[config.mk]
export PLATFORM = sky130hd
export DESIGN_NAME = spm_top
export DESIGN_NICKNAME = d
export VERILOG_FILES = /design/src/hdl/spm_pkg.sv /design/src/hdl/spm_top.sv
export VERILOG_INCLUDE_DIRS = /design/src /design/src/hdl
export SDC_FILE = /design/constraint.sdc
export NUM_CORES = 1
export LEC_CHECK = 0
export ABC_AREA = 1
export ABC_CLOCK_PERIOD_IN_PS = 3850
export BUFFER_PORTS_ARGS = -buffer_cell sky130_fd_sc_hd__buf_2
export CORE_MARGIN = 2
export CORE_UTILIZATION = 25
export DETAILED_ROUTE_END_ITERATION = 8
export PLACE_DENSITY = 0.53
export SYNTH_ARGS = -nofsm -noshare
export SYNTH_HDL_FRONTEND = slang
export SYNTH_SLANG_ARGS = --single-unit
[constraint.sdc]
create_clock -name clk -period 3.85 [get_ports clk]
set_input_delay 0.385 -clock clk [delete_from_list [all_inputs] [get_ports clk]]
set_output_delay 0.385 -clock clk [all_outputs]
set_load 0.005 [all_outputs]
[src/hdl/spm_defs.svh]
// Purpose: constants of the system protection monitors
// Assumes: 32-bit AXI4-Lite register window
// Notes: offsets are byte addresses
`ifndef SPM_DEFS_SVH
`define SPM_DEFS_SVH
// ----------------------------------------
// register offsets
// ----------------------------------------
`define SPM_PCR_OFS 12'h000
`define SPM_WSR_OFS 12'h004
`define SPM_RCR_OFS 12'h008
// ----------------------------------------
// field positions and reset values
// ----------------------------------------
`define SPM_BTS_LSB 0
`define SPM_BME_BIT 2
`define SPM_HME_BIT 3
`define SPM_WDE_BIT 4
`define SPM_PCR_RST 5'h08
`define SPM_CAUSE_HALT_BIT 0
`define SPM_CAUSE_WDOG_BIT 1
// ----------------------------------------
// timing counts in system clocks
// ----------------------------------------
`define SPM_BM_CLK_00 7'h40
`define SPM_BM_CLK_01 7'h20
`define SPM_BM_CLK_10 7'h10
`define SPM_BM_CLK_11 7'h08
`define SPM_WDOG_CYCLES 65536
// ----------------------------------------
// service sequence values and responses
// ----------------------------------------
`define SPM_SVC_FIRST 8'h55
`define SPM_SVC_SECOND 8'hAA
`define SPM_RESP_OKAY 2'h0
`define SPM_RESP_SLVERR 2'h2
`endif

[src/hdl/spm_pkg.sv]
// Purpose: types of the system protection monitors
// Assumes: constants live in spm_defs.svh
// Notes: none
package spm_pkg;
	// ----------------------------------------
	// control fields and external bus view
	// ----------------------------------------
	typedef struct packed {
		logic wd_en;
		logic hm_en;
		logic bm_en;
		logic [1:0] bts;
	} spm_ctrl_t;
	typedef struct packed {
		logic cyc_active;
		logic cpu_owned;
		logic size_ack;
		logic word_to_byte;
	} spm_bus_t;
	typedef struct packed {
		logic iack_arb;
		logic iack_end;
	} spm_irq_t;
	typedef enum logic [1:0] {
		SPM_SVC_IDLE = 2'b01,
		SPM_SVC_ARMED = 2'b10
	} spm_svc_t;
endpackage : spm_pkg

[src/hdl/spm_top.sv]
// Purpose: bus, halt, spurious interrupt and watchdog monitors
// Assumes: all inputs synchronous to clk
// Notes: registers over AXI4-Lite
//
// Behaviour
// - the timeout select picks 64, 32, 16 or 8 clocks for codes 00, 01, 10, 11.
// - the bus monitor only watches cycles that the processor starts.
// - the bus monitor enable bit turns internal-to-external monitoring on and off.
// - for a word to an 8-bit port the count restarts only after both bytes.
// - a halt from a double bus fault makes a reset and records its cause.
// - with the halt monitor enable clear, the halt reset is suppressed.
// - interrupt processing without arbitration raises the bus error.
// - the spurious interrupt monitor cannot be turned off.
// - the watchdog runs only while its enable bit is set.
// - an unserviced enabled watchdog times out and asserts reset.
// - writing 55 then AA to the service register restarts the watchdog.
`timescale 1ns/10ps
`include "spm_defs.svh"
module spm_top import spm_pkg::*; #(
	parameter int WDOG_CYCLES = `SPM_WDOG_CYCLES
) (
	input wire logic clk,
	input wire logic sys_rst,
	input wire logic [11:0] s_awaddr,
	input wire logic s_awvalid,
	output logic s_awready,
	input wire logic [31:0] s_wdata,
	input wire logic [3:0] s_wstrb,
	input wire logic s_wvalid,
	output logic s_wready,
	output logic [1:0] s_bresp,
	output logic s_bvalid,
	input wire logic s_bready,
	input wire logic [11:0] s_araddr,
	input wire logic s_arvalid,
	output logic s_arready,
	output logic [31:0] s_rdata,
	output logic [1:0] s_rresp,
	output logic s_rvalid,
	input wire logic s_rready,
	input wire spm_bus_t ext_bus,
	input wire spm_irq_t irq,
	input wire logic halt,
	output logic bus_error,
	output logic chip_reset
);
	// ----------------------------------------
	// register slave
	// ----------------------------------------
	logic [11:0] aw_addr;
	logic [31:0] w_data;
	logic [3:0] w_strb;
	spm_ctrl_t ctrl;
	logic [1:0] reset_cause;
	wire do_write = !s_awready && !s_wready && !s_bvalid;
	wire wr_pcr = do_write && aw_addr == `SPM_PCR_OFS && w_strb[0];
	wire wr_svc = do_write && aw_addr == `SPM_WSR_OFS && w_strb[0];
	wire wr_hit = aw_addr == `SPM_PCR_OFS || aw_addr == `SPM_WSR_OFS || aw_addr == `SPM_RCR_OFS;
	wire [7:0] svc_data = w_data[7:0];
	logic [31:0] rd_val;
	logic rd_hit;
	always_comb begin
		rd_val = 32'h0000_0000;
		rd_hit = 1'b1;
		if (s_araddr == `SPM_PCR_OFS) begin
			rd_val = {27'h000_0000, ctrl};
		end else if (s_araddr == `SPM_RCR_OFS) begin
			rd_val = {30'h0000_0000, reset_cause};
		end else if (s_araddr != `SPM_WSR_OFS) begin
			rd_hit = 1'b0;
		end
	end
	always_ff @(posedge clk) begin
		if (sys_rst) begin
			s_awready <= 1'b1;
			s_wready <= 1'b1;
			s_bvalid <= 1'b0;
			s_bresp <= `SPM_RESP_OKAY;
			aw_addr <= 12'h000;
			w_data <= 32'h0000_0000;
			w_strb <= 4'h0;
		end else begin
			if (s_awvalid && s_awready) begin
				s_awready <= 1'b0;
				aw_addr <= s_awaddr;
			end
			if (s_wvalid && s_wready) begin
				s_wready <= 1'b0;
				w_data <= s_wdata;
				w_strb <= s_wstrb;
			end
			if (do_write) begin
				s_bvalid <= 1'b1;
				s_bresp <= wr_hit ? `SPM_RESP_OKAY : `SPM_RESP_SLVERR;
			end
			if (s_bvalid && s_bready) begin
				s_bvalid <= 1'b0;
				s_awready <= 1'b1;
				s_wready <= 1'b1;
			end
		end
	end
	always_ff @(posedge clk) begin
		if (sys_rst) begin
			s_arready <= 1'b1;
			s_rvalid <= 1'b0;
			s_rdata <= 32'h0000_0000;
			s_rresp <= `SPM_RESP_OKAY;
		end else if (s_arvalid && s_arready) begin
			s_arready <= 1'b0;
			s_rvalid <= 1'b1;
			s_rdata <= rd_val;
			s_rresp <= rd_hit ? `SPM_RESP_OKAY : `SPM_RESP_SLVERR;
		end else if (s_rvalid && s_rready) begin
			s_rvalid <= 1'b0;
			s_arready <= 1'b1;
		end
	end
	always_ff @(posedge clk) begin
		if (sys_rst) begin
			ctrl <= `SPM_PCR_RST;
		end else if (wr_pcr) begin
			ctrl <= w_data[4:0];
		end
	end
	// ----------------------------------------
	// bus monitor
	// ----------------------------------------
	logic [6:0] bm_count;
	logic bm_half;
	logic [6:0] bm_limit;
	always_comb begin
		case (ctrl.bts)
			2'b00: bm_limit = `SPM_BM_CLK_00;
			2'b01: bm_limit = `SPM_BM_CLK_01;
			2'b10: bm_limit = `SPM_BM_CLK_10;
			default: bm_limit = `SPM_BM_CLK_11;
		endcase
	end
	// only processor cycles, only when enabled
	wire bm_watch = ctrl.bm_en && ext_bus.cyc_active && ext_bus.cpu_owned;
	// first byte of a word to an 8-bit port keeps counting
	wire bm_first_byte = ext_bus.size_ack && ext_bus.word_to_byte && !bm_half;
	wire bm_done = ext_bus.size_ack && !bm_first_byte;
	wire bm_fire = bm_watch && !bm_done && bm_count == bm_limit - 7'h01;
	always_ff @(posedge clk) begin
		if (sys_rst) begin
			bm_count <= 7'h00;
			bm_half <= 1'b0;
		end else if (!bm_watch || bm_done || bm_fire) begin
			bm_count <= 7'h00;
			bm_half <= 1'b0;
		end else begin
			bm_count <= bm_count + 7'h01;
			if (bm_first_byte) begin
				bm_half <= 1'b1;
			end
		end
	end
	// ----------------------------------------
	// spurious interrupt monitor
	// ----------------------------------------
	logic arb_seen;
	wire spur_fire = irq.iack_end && !arb_seen && !irq.iack_arb;
	always_ff @(posedge clk) begin
		if (sys_rst) begin
			arb_seen <= 1'b0;
		end else if (irq.iack_end) begin
			arb_seen <= 1'b0;
		end else if (irq.iack_arb) begin
			arb_seen <= 1'b1;
		end
	end
	always_ff @(posedge clk) begin
		if (sys_rst) begin
			bus_error <= 1'b0;
		end else begin
			bus_error <= bm_fire || spur_fire;
		end
	end
	// ----------------------------------------
	// software watchdog
	// ----------------------------------------
	spm_svc_t svc_state;
	spm_svc_t next_svc_state;
	logic [19:0] wd_count;
	always_comb begin
		next_svc_state = svc_state;
		case (svc_state)
			SPM_SVC_IDLE: begin
				if (wr_svc && svc_data == `SPM_SVC_FIRST) begin
					next_svc_state = SPM_SVC_ARMED;
				end
			end
			SPM_SVC_ARMED: begin
				if (wr_svc) begin
					next_svc_state = SPM_SVC_IDLE;
				end
			end
			default: next_svc_state = SPM_SVC_IDLE;
		endcase
	end
	wire svc_done = svc_state == SPM_SVC_ARMED && wr_svc && svc_data == `SPM_SVC_SECOND;
	wire wd_fire = ctrl.wd_en && !svc_done && wd_count == 20'(WDOG_CYCLES - 1);
	wire halt_fire = halt && ctrl.hm_en;
	always_ff @(posedge clk) begin
		if (sys_rst) begin
			svc_state <= SPM_SVC_IDLE;
		end else begin
			svc_state <= next_svc_state;
		end
	end
	always_ff @(posedge clk) begin
		if (sys_rst || !ctrl.wd_en || svc_done || wd_fire) begin
			wd_count <= 20'h0_0000;
		end else begin
			wd_count <= wd_count + 20'h0_0001;
		end
	end
	// ----------------------------------------
	// reset generation and cause
	// ----------------------------------------
	// cause of the last produced reset
	always_ff @(posedge clk) begin
		if (sys_rst) begin
			chip_reset <= 1'b0;
			reset_cause <= 2'b00;
		end else begin
			chip_reset <= halt_fire || wd_fire;
			if (halt_fire || wd_fire) begin
				reset_cause <= {wd_fire, halt_fire};
			end
		end
	end
	// ----------------------------------------
	// assertion helpers
	// ----------------------------------------
	// first service write seen
	logic svc_pending;
	always_ff @(posedge clk) begin
		if (sys_rst) begin
			svc_pending <= 1'b0;
		end else if (wr_svc) begin
			svc_pending <= !svc_pending && svc_data == `SPM_SVC_FIRST;
		end
	end
endmodule : spm_top

Word-level counts from Yosys, hierarchy flattened
Index checks and enable logic that the tools add are counted.
- logic and storage cells: 109
- output and inout port bits: 43
- bits of input ports: 74
- register bits after elaboration: 102
- reductions and logical operators: 54
- muxes and demuxes: 15
- equality and inequality tests: 14
- add/subtract/negate cells: 3
- operators by type and width (kind ; count):
    $logic_and A1 B1 Y1 ; 26
    $eq A12 B4 Y1 const B ; 2
    $logic_not A12 Y1 ; 2
    $pmux W7 S3 ; 1
    $add A20 B1 Y20 const B ; 1
    $eq A20 B16 Y1 const B ; 1
    $eq A12 B3 Y1 const B ; 1
    $ne A12 B3 Y1 const B ; 1
    $logic_not A1 Y1 ; 11
    $mux W2 ; 5
    $logic_or A1 B1 Y1 ; 9
    $eq A8 B7 Y1 const B ; 1
    $eq A8 B8 Y1 const B ; 1
    $add A7 B1 Y7 const B ; 1
    $eq A7 B7 Y1 ; 1
    $mux W1 ; 7
    $sub A7 B1 Y7 const B ; 1
    $reduce_or A2 Y1 ; 3
    $mux W5 ; 1
    $eq A2 B1 Y1 const B ; 2
    $eq A2 B2 Y1 const B ; 2
    $ne A2 B2 Y1 const B ; 2
    $pmux W2 S2 ; 1
    $logic_not A2 Y1 ; 1
    2 further kinds ; 2

Longest topological paths before layout
Gate-level depths: netlist of the first run.
- word-level depth: 11
- mapped depth: 9
- gate-level depth less buffers: 9

Worst setup path before layout of the first run
OpenSTA, ideal clock, no wires.
- kind: register to register
- start point: reg wd_count[0]
- end point: reg wd_count[17]
- data required time: 3736 ps
- cell stages (with the launch flop): 10
- setup slack: 2394 ps
- arrival time: 1342 ps
- period minus slack after synthesis: 1456 ps
- setup time: 114 ps
- path buffers: 1
- cells stage by stage: dfxtp_1 > ha_1 > nand2_2 > nor2_4 > nand2_4 > nor3_4 > inv_2 > nand3_2 > buf_6 > nor2_2
- word-level cells in the longest chain between the ends: 3
- elaborated cells on any way between the ends: 4
- classes of those cells: add/sub (1); eq/ne (1); reduce/logical (2)
- RTL lines (what ; line ; RTL):
    from (decl) ; spm_top.sv:186 ; logic [19:0] wd_count;
    from (signal assigned) ; spm_top.sv:217 ; wd_count <= wd_count + 20'h0_0001;
    parallel branches: the longest is 3 deep, another holds $add A20 B1 Y20 ; -- ;
Several ways; the timed one is not identified.
A chain may end at the register's enable or synchronous reset.

Worst setup path after layout of the first run
- start point: reg s_wready
- end point: reg wd_count[18]
- word-level cells in the longest chain between the ends: 11
- elaborated cells on any way between the ends: 12
- classes of those cells: reduce/logical (12)
- RTL lines (what ; line ; RTL):
    from (decl) ; spm_top.sv:30 ; output logic s_wready,
    from (signal assigned) ; spm_top.sv:76 ; s_wready <= 1'b1;
    from (signal assigned) ; spm_top.sv:88 ; s_wready <= 1'b0;
    from (signal assigned) ; spm_top.sv:99 ; s_wready <= 1'b1;
    $logic_not A1 Y1 * ; spm_top.sv:55 ; wire do_write = !s_awready && !s_wready && !s_bvalid;
    $logic_and A1 B1 Y1 * (2 in series) ; spm_top.sv:55 ;
    $logic_and A1 B1 Y1 (no line) * ; -- ;
    $logic_and A1 B1 Y1 * ; spm_top.sv:57 ; wire wr_svc = do_write && aw_addr == `SPM_WSR_OFS && w_strb[0];
    $logic_and A1 B1 Y1 * ; spm_top.sv:203 ; wire svc_done = svc_state == SPM_SVC_ARMED && wr_svc && svc_data == `SPM_SVC_SECOND;
    $logic_and A1 B1 Y1 (no line) * ; -- ;
    $logic_not A1 Y1 ; spm_top.sv:204 ; wire wd_fire = ctrl.wd_en && !svc_done && wd_count == 20'(WDOG_CYCLES - 1);
    $logic_and A1 B1 Y1 (2 in series) ; spm_top.sv:204 ;
    $logic_or A1 B1 Y1 * ; spm_top.sv:214 ; if (sys_rst || !ctrl.wd_en || svc_done || wd_fire) begin
Every way passes the cells marked *; elsewhere a longest branch is shown, timed or not.

==> impl_metrics.env, run 1 <==
export IMPL_syn_inst=467
export IMPL_regToRegEndpoint="wd_count[18]"
export IMPL_vias_per_cell=4.16
export IMPL_start_kind="register"
export IMPL_r2r_start="s_wready"
export IMPL_busiest_layer="met2"
export IMPL_grt_max_degree=36
export IMPL_synth_top_area_share_pct=42.1
export IMPL_drt_iter0_drc=153
export IMPL_cts_root_buffer="clkbuf_16"
export IMPL_drive_gt1_share_pct=22.3
export IMPL_hold_depth=2
export IMPL_synth_commonest_cells="dfxtp_1, nor2_1, nand2_1"
export IMPL_design_area_mm2=0.00414
export IMPL_gp_congestion=0.808
export IMPL_yosysWarningCount=0
export IMPL_gr_usage_met1_pct=13.6
export IMPL_clk_insertion_delay_late_ns=0.33
export IMPL_rsz0062_at_grt="false"
export IMPL_post_route_period_util_pct=47.4
export IMPL_htreeDepth=3
export IMPL_ys_types=31
export IMPL_nets=604
export IMPL_crit_fanout=20
export IMPL_cts_sinks=73
export IMPL_arrival_ns=2.07
export IMPL_worst_setup_path_end_kind="register"
export IMPL_synthesis_area_mm2=0.00347
export IMPL_skew_ns=0.00616
export IMPL_post_dp_cell_area_mm2=0.00384
export IMPL_grt_pass1_wl_um=12000
export IMPL_postSynthAreaPerCell_um2=7.43
export IMPL_fmax_mhz=548
export IMPL_drt_drc_violations_left=0
export IMPL_ios=117
export IMPL_chipWidth_um=122
export IMPL_reg2regPathDepth=8
export IMPL_whs_endpoint="arb_seen"
export IMPL_rows=43
export IMPL_r2r_slack_ns=2.02
export IMPL_async_flop_share_pct=0
export IMPL_cts_buffer_depth=2
export IMPL_firstDrtPassIters=4
export IMPL_synth_ff_type="dfxtp_1"
export IMPL_syn_to_final_growth_pct=19.2
export IMPL_die_area_mm2=0.0148
export IMPL_cp_data_required_time_ns=4.10
export IMPL_gr_usage_met3_pct=2.34
export IMPL_yosys_top_cells_area="dfxtp_1, nor2_1, nand2_1, buf_4, inv_1"
export IMPL_cts_setup_buffers=0
export IMPL_hold_viol_final=0
export IMPL_power_density_mw_per_mm2=429
export IMPL_post_cts_resized=0
export IMPL_slew_headroom_pct=57.2
export IMPL_holdBufCountCts=0
export IMPL_worst_slew_pin_slew_ns=0.641
export IMPL_synth_seq_cells=73
export IMPL_total_power_w=0.00178
export IMPL_numPortBuffers=60
export IMPL_worst_hold_startpoint="irq[0]"
export IMPL_path_class="reg2reg"
export IMPL_cap_violations=0
export IMPL_yosysTopAreaCell="dfxtp_1"
export IMPL_antenna_found_initial=0
export IMPL_grt_remaining_overflow=0
export IMPL_tns_ns=0
export IMPL_report_final_setup_viol=0
export IMPL_start_util_pct=25.3
export IMPL_clk_pin_slew_ns=0.06
export IMPL_core_area_mm2=0.0137
export IMPL_slew_violations=0
export IMPL_cts_buffers=9
export IMPL_status="completed"
export IMPL_dieHeight_um=122
export IMPL_worst_hold_path_type="in2reg"
export IMPL_synth_edf_count=0
export IMPL_finalWirelength_um=7290
export IMPL_grt_usage_pct=10.3
export IMPL_yosysMostFrequentCell="dfxtp_1"
export IMPL_met2_usage_pct=15.3
export IMPL_seq_area_frac_synth_pct=42.1
export IMPL_wl_per_cell_um=10.2
export IMPL_hpwl_um=5550
export IMPL_grt_pass1_vias=2690
export IMPL_cts_tree="yes"
export IMPL_ant_nets=0
export IMPL_nFillCells=1502
export IMPL_power_leakage_nw=1.70
export IMPL_insertedDiodeCount=0
export IMPL_vdd_drop_max_mv=0.212
export IMPL_post_route_min_period_ns=1.83
export IMPL_vias=2969
## kinds of logic after synthesis
| family | share of synthesized area [%] |
|---|---|
| XOR/XNOR | 4.04 |
| AO/OA/AOI/OAI | 12.0 |
| other | 0.108 |
| adder cells (fa/ha/maj) | 0.721 |
| flip-flops | 42.1 |
| buffers and inverters | 14.1 |
| AND/OR/NAND/NOR | 27.0 |
## worst max-delay path, cell delays in order, from the launching register on
cell     delay [ns]
dfxtp_1        0.36
inv_1          0.08
nand3_2        0.11
nor2_2         0.06
nand3_1        0.16
nor2_1         0.09
nor2_2         0.11
nand3_2        0.49
a21oi_2        0.28
## final cells by class
cell class / count / area (um^2) / share of cell area, %
sequential: 73 / 1460 / 35.3
clock inverter: 7 / 78.8 / 1.90
inverter: 57 / 214 / 5.17
multi-input combinational: 326 / 1630 / 39.3
clock buffer: 9 / 225 / 5.44
tap: 180 / 225 / 5.44
timing repair buffer: 61 / 308 / 7.43
## per-layer routing
metal,share of wire [%],vias to the layer above
met3,5.2,14
li1,-,1550
met1,49,1338
met2,44,67
met4,2.6,0
met5,0,-
## power breakdown
group          internal (W)  leakage (nW)  switching (W)  total (W)
clock network      0.000508         0.150       0.000335   0.000843
logic             0.0000519         0.950      0.0000801   0.000132
registers          0.000785         0.596      0.0000175   0.000803
## cells in the final DEF, fill, tap and decap left out, drive strengths merged
master    n
buf      61
ha        2
xnor2     7
a31oi     1
conb     29
clkbuf    9
and2      1
and3      1
nor3     11
nand3    24
bufinv    1
nand4     5
a21oi    37
nor2     89
nand2    67
inv      59
o2111ai   1
xor2      9
or2       3
o21ai    38
a21boi    1
clkinv    4
dfxtp    73
## worst max-delay path by stage
| stage | startpoint | to | slack (ns) |
|---|---|---|---|
| 2_1_floorplan | wd_count[0] | wd_count[17] | 2.39 |
| 3_3_place_gp | sys_rst | wd_count[19] | 1.96 |
| 6_report | s_wready | wd_count[18] | 2.02 |
| 4_1_cts | s_wready | wd_count[18] | 1.99 |
| 5_1_grt | s_wready | wd_count[3] | 1.85 |
| 3_5_place_dp | sys_rst | wd_count[16] | 1.91 |
## state kept, by name (all words and copies together), names as in the netlist, 2 cells and up
signal       cells
aw_addr         12
reset_cause      2
wd_count        20
w_data           8
s_rdata          5
ctrl             5
svc_state        2
bm_count         7
## through the flow
stage | utilization, % | std cells | worst slack (ns) | hold WS [ns]
2_1_floorplan | - | 495 | 2.39 | 0.418
3_3_place_gp | 28.0 | 697 | 1.96 | 0.428
3_5_place_dp | 28.0 | 697 | 1.91 | 0.438
4_1_cts | 30.2 | 713 | 1.99 | 0.219
5_1_grt | 30.2 | 713 | 1.85 | 0.228
6_report | 30.2 | 713 | 2.02 | 0.227
(Power assumes the default switching activity.)
==> inputs of run 2 (changes only) <==
--- a/config.mk
+++ b/config.mk
@@ -7,12 +7,12 @@
 export NUM_CORES = 1
 export LEC_CHECK = 0
 export ABC_AREA = 1
-export ABC_CLOCK_PERIOD_IN_PS = 3850
+export ABC_CLOCK_PERIOD_IN_PS = 1540
 export BUFFER_PORTS_ARGS = -buffer_cell sky130_fd_sc_hd__buf_2
 export CORE_MARGIN = 2
 export CORE_UTILIZATION = 25
 export DETAILED_ROUTE_END_ITERATION = 8
-export PLACE_DENSITY = 0.53
+export PLACE_DENSITY = 0.55
 export SYNTH_ARGS = -nofsm -noshare
 export SYNTH_HDL_FRONTEND = slang
 export SYNTH_SLANG_ARGS = --single-unit
==> constraint.sdc (replaced) <==
create_clock -name clk -period 1.54 [get_ports clk]
set_input_delay 0.154 -clock clk [delete_from_list [all_inputs] [get_ports clk]]
set_output_delay 0.154 -clock clk [all_outputs]
set_load 0.005 [all_outputs]
==> run 2 against run 1 <==
Clock-buffer cell count is the same. Clock power increased to 2.7 times the previous value. Sequential power grew 150%. Power rose to 2.6 times the previous value. Clock skew hardly changed. Maximum frequency rose by 24%. First-iteration DRC count shrank 5.2%. Critical path depth increased by 1. Setup slack got worse by 2.0 ns. Register-to-register slack got worse by 2.0 ns. Largest cell class unchanged. Highest routed layer unchanged.
==> impl_metrics.env, run 2 (synthesis results as in run 1) <==
export IMPL_clk_insertion_delay_late_ns=0.33
export IMPL_insertedDiodeCount=0
export IMPL_nets=622
export IMPL_hold_viol_final=0
export IMPL_start_util_pct=25.3
export IMPL_path_class="reg2reg"
export IMPL_die_area_mm2=0.0148
export IMPL_nFillCells=1457
export IMPL_cts_buffers=9
export IMPL_cp_data_required_time_ns=1.76
export IMPL_fin_hold_ws_ns=0.0221
export IMPL_report_final_setup_viol=0
export IMPL_cts_tree="yes"
export IMPL_firstDrtPassIters=4
export IMPL_worst_slew_pin_slew_ns=0.608
export IMPL_finalWirelength_um=7410
export IMPL_rows=43
export IMPL_status="completed"
export IMPL_clk_pin_slew_ns=0.06
export IMPL_cts_sinks=73
export IMPL_drt_iter0_drc=145
export IMPL_wl_per_cell_um=10.1
export IMPL_crit_fanout=6
export IMPL_ios=117
export IMPL_skew_ns=0.00567
export IMPL_syn_to_final_growth_pct=26.0
export IMPL_vias_per_cell=4.11
export IMPL_post_dp_cell_area_mm2=0.00397
export IMPL_mostFrequentLayoutCells="dfxtp_1, nand2_1, nor2_1, buf_2, inv_1"
export IMPL_grt_usage_pct=10.1
export IMPL_place_ws_ns=0.0278
export IMPL_largest_register_ffs=20
export IMPL_grt_remaining_overflow=0
export IMPL_slew_headroom_pct=59.3
export IMPL_vias=3007
export IMPL_dieHeight_um=122
export IMPL_power_leakage_nw=1.81
export IMPL_start_kind="register"
export IMPL_r2r_slack_ns=0.07
export IMPL_grt_pass1_vias=2666
export IMPL_post_route_min_period_ns=1.47
export IMPL_htreeDepth=3
export IMPL_gp_congestion=0.736
export IMPL_ant_nets=0
export IMPL_layout_commonest_cell="dfxtp_1"
export IMPL_worst_slack_ns=0.0655
export IMPL_fmax_mhz=678
export IMPL_post_route_period_util_pct=95.7
export IMPL_regMostFlops="wd_count"
export IMPL_numPortBuffers=60
export IMPL_top_regs="wd_count x20, aw_addr x12, w_data x8"
export IMPL_cap_violations=0
export IMPL_tns_ns=0
export IMPL_chipWidth_um=122
export IMPL_design_area_mm2=0.00438
export IMPL_worst_setup_path_end_kind="register"
export IMPL_drive_gt1_share_pct=26.0
export IMPL_grt_pass1_wl_um=11900
export IMPL_arrival_ns=1.69
export IMPL_cts_buffer_depth=2
export IMPL_hpwl_um=5700
export IMPL_power_density_mw_per_mm2=1060
export IMPL_cts_root_buffer="clkbuf_16"
export IMPL_worst_hold_path_type="in2reg"
export IMPL_vdd_drop_max_mv=0.550
export IMPL_core_area_mm2=0.0137
export IMPL_antenna_found_initial=0
export IMPL_drt_drc_violations_left=0
export IMPL_grt_max_degree=24
export IMPL_slew_violations=0
## run 2: changes by cell type in the layout (fill, tap and decap cells not counted), moves of 2 or more
cell and change:
buf_4 +14, nor2_1 -4, clkinv_4 -3, nor2_2 +3
buf_12 +2, clkinvlp_4 +2
## run 2: stage by stage
step,std cells,utilization [%],total power (W)
detailed placement,712,29.0,0.00240
floorplan,495,-,0.00229
global route,731,31.9,0.00483
finish,731,31.9,0.00463
global placement,712,29.0,0.00239
CTS,729,31.4,0.00468
## run 2: report_power, final
group | switching (W) | internal (W) | leakage [nW]
combinational | 0.000212 | 0.000147 | 1.06
clock | 0.000831 | 0.00143 | 0.153
sequential | 0.0000393 | 0.00196 | 0.596
total | 0.00108 | 0.00354 | 1.81
## run 2: layer usage
layer	track usage (%)	wire [um]
met1	12.9	3530
met2	16.0	3380
met3	2.67	360
met4	4.31	136
met5	0	0
## run 2: worst paths after layout
path          startpoint           to  cells past startpoint
max reg2reg  wd_count[0]  wd_count[9]                      9
min            s_awvalid    s_awready                      2
max          wd_count[0]  wd_count[9]                      9
min reg2reg  bm_count[0]  bm_count[0]                      1
## run 2: layout make-up
type | instances | area [um^2] | area share [%]
multi-input combinational | 326 | 1660 | 37.9
sequential | 73 | 1460 | 33.4
timing repair buffer | 79 | 488 | 11.2
clock buffer | 9 | 225 | 5.15
tap | 180 | 225 | 5.15
inverter | 57 | 214 | 4.89
clock inverter | 7 | 101 | 2.32
## run 2: worst max-delay path: stages, from the launching register on
cell and delay [ns]:
dfxtp_1 0.33, ha_2 0.19, nand2_2 0.07, nor2_4 0.11, nand2_4 0.10, nor3_4 0.15
inv_2 0.06, nand3_4 0.13, clkbuf_16 0.17, nor2_2 0.03
## run 2: what timing repair did
item | 4_1_cts | 5_1_grt
resized for setup | 0 | 10
endpoints found under the setup margin | 0 | 26
endpoints found under the hold margin | 1 | 0
hold buffers | 1 | 0
buffers inserted | 0 | 1
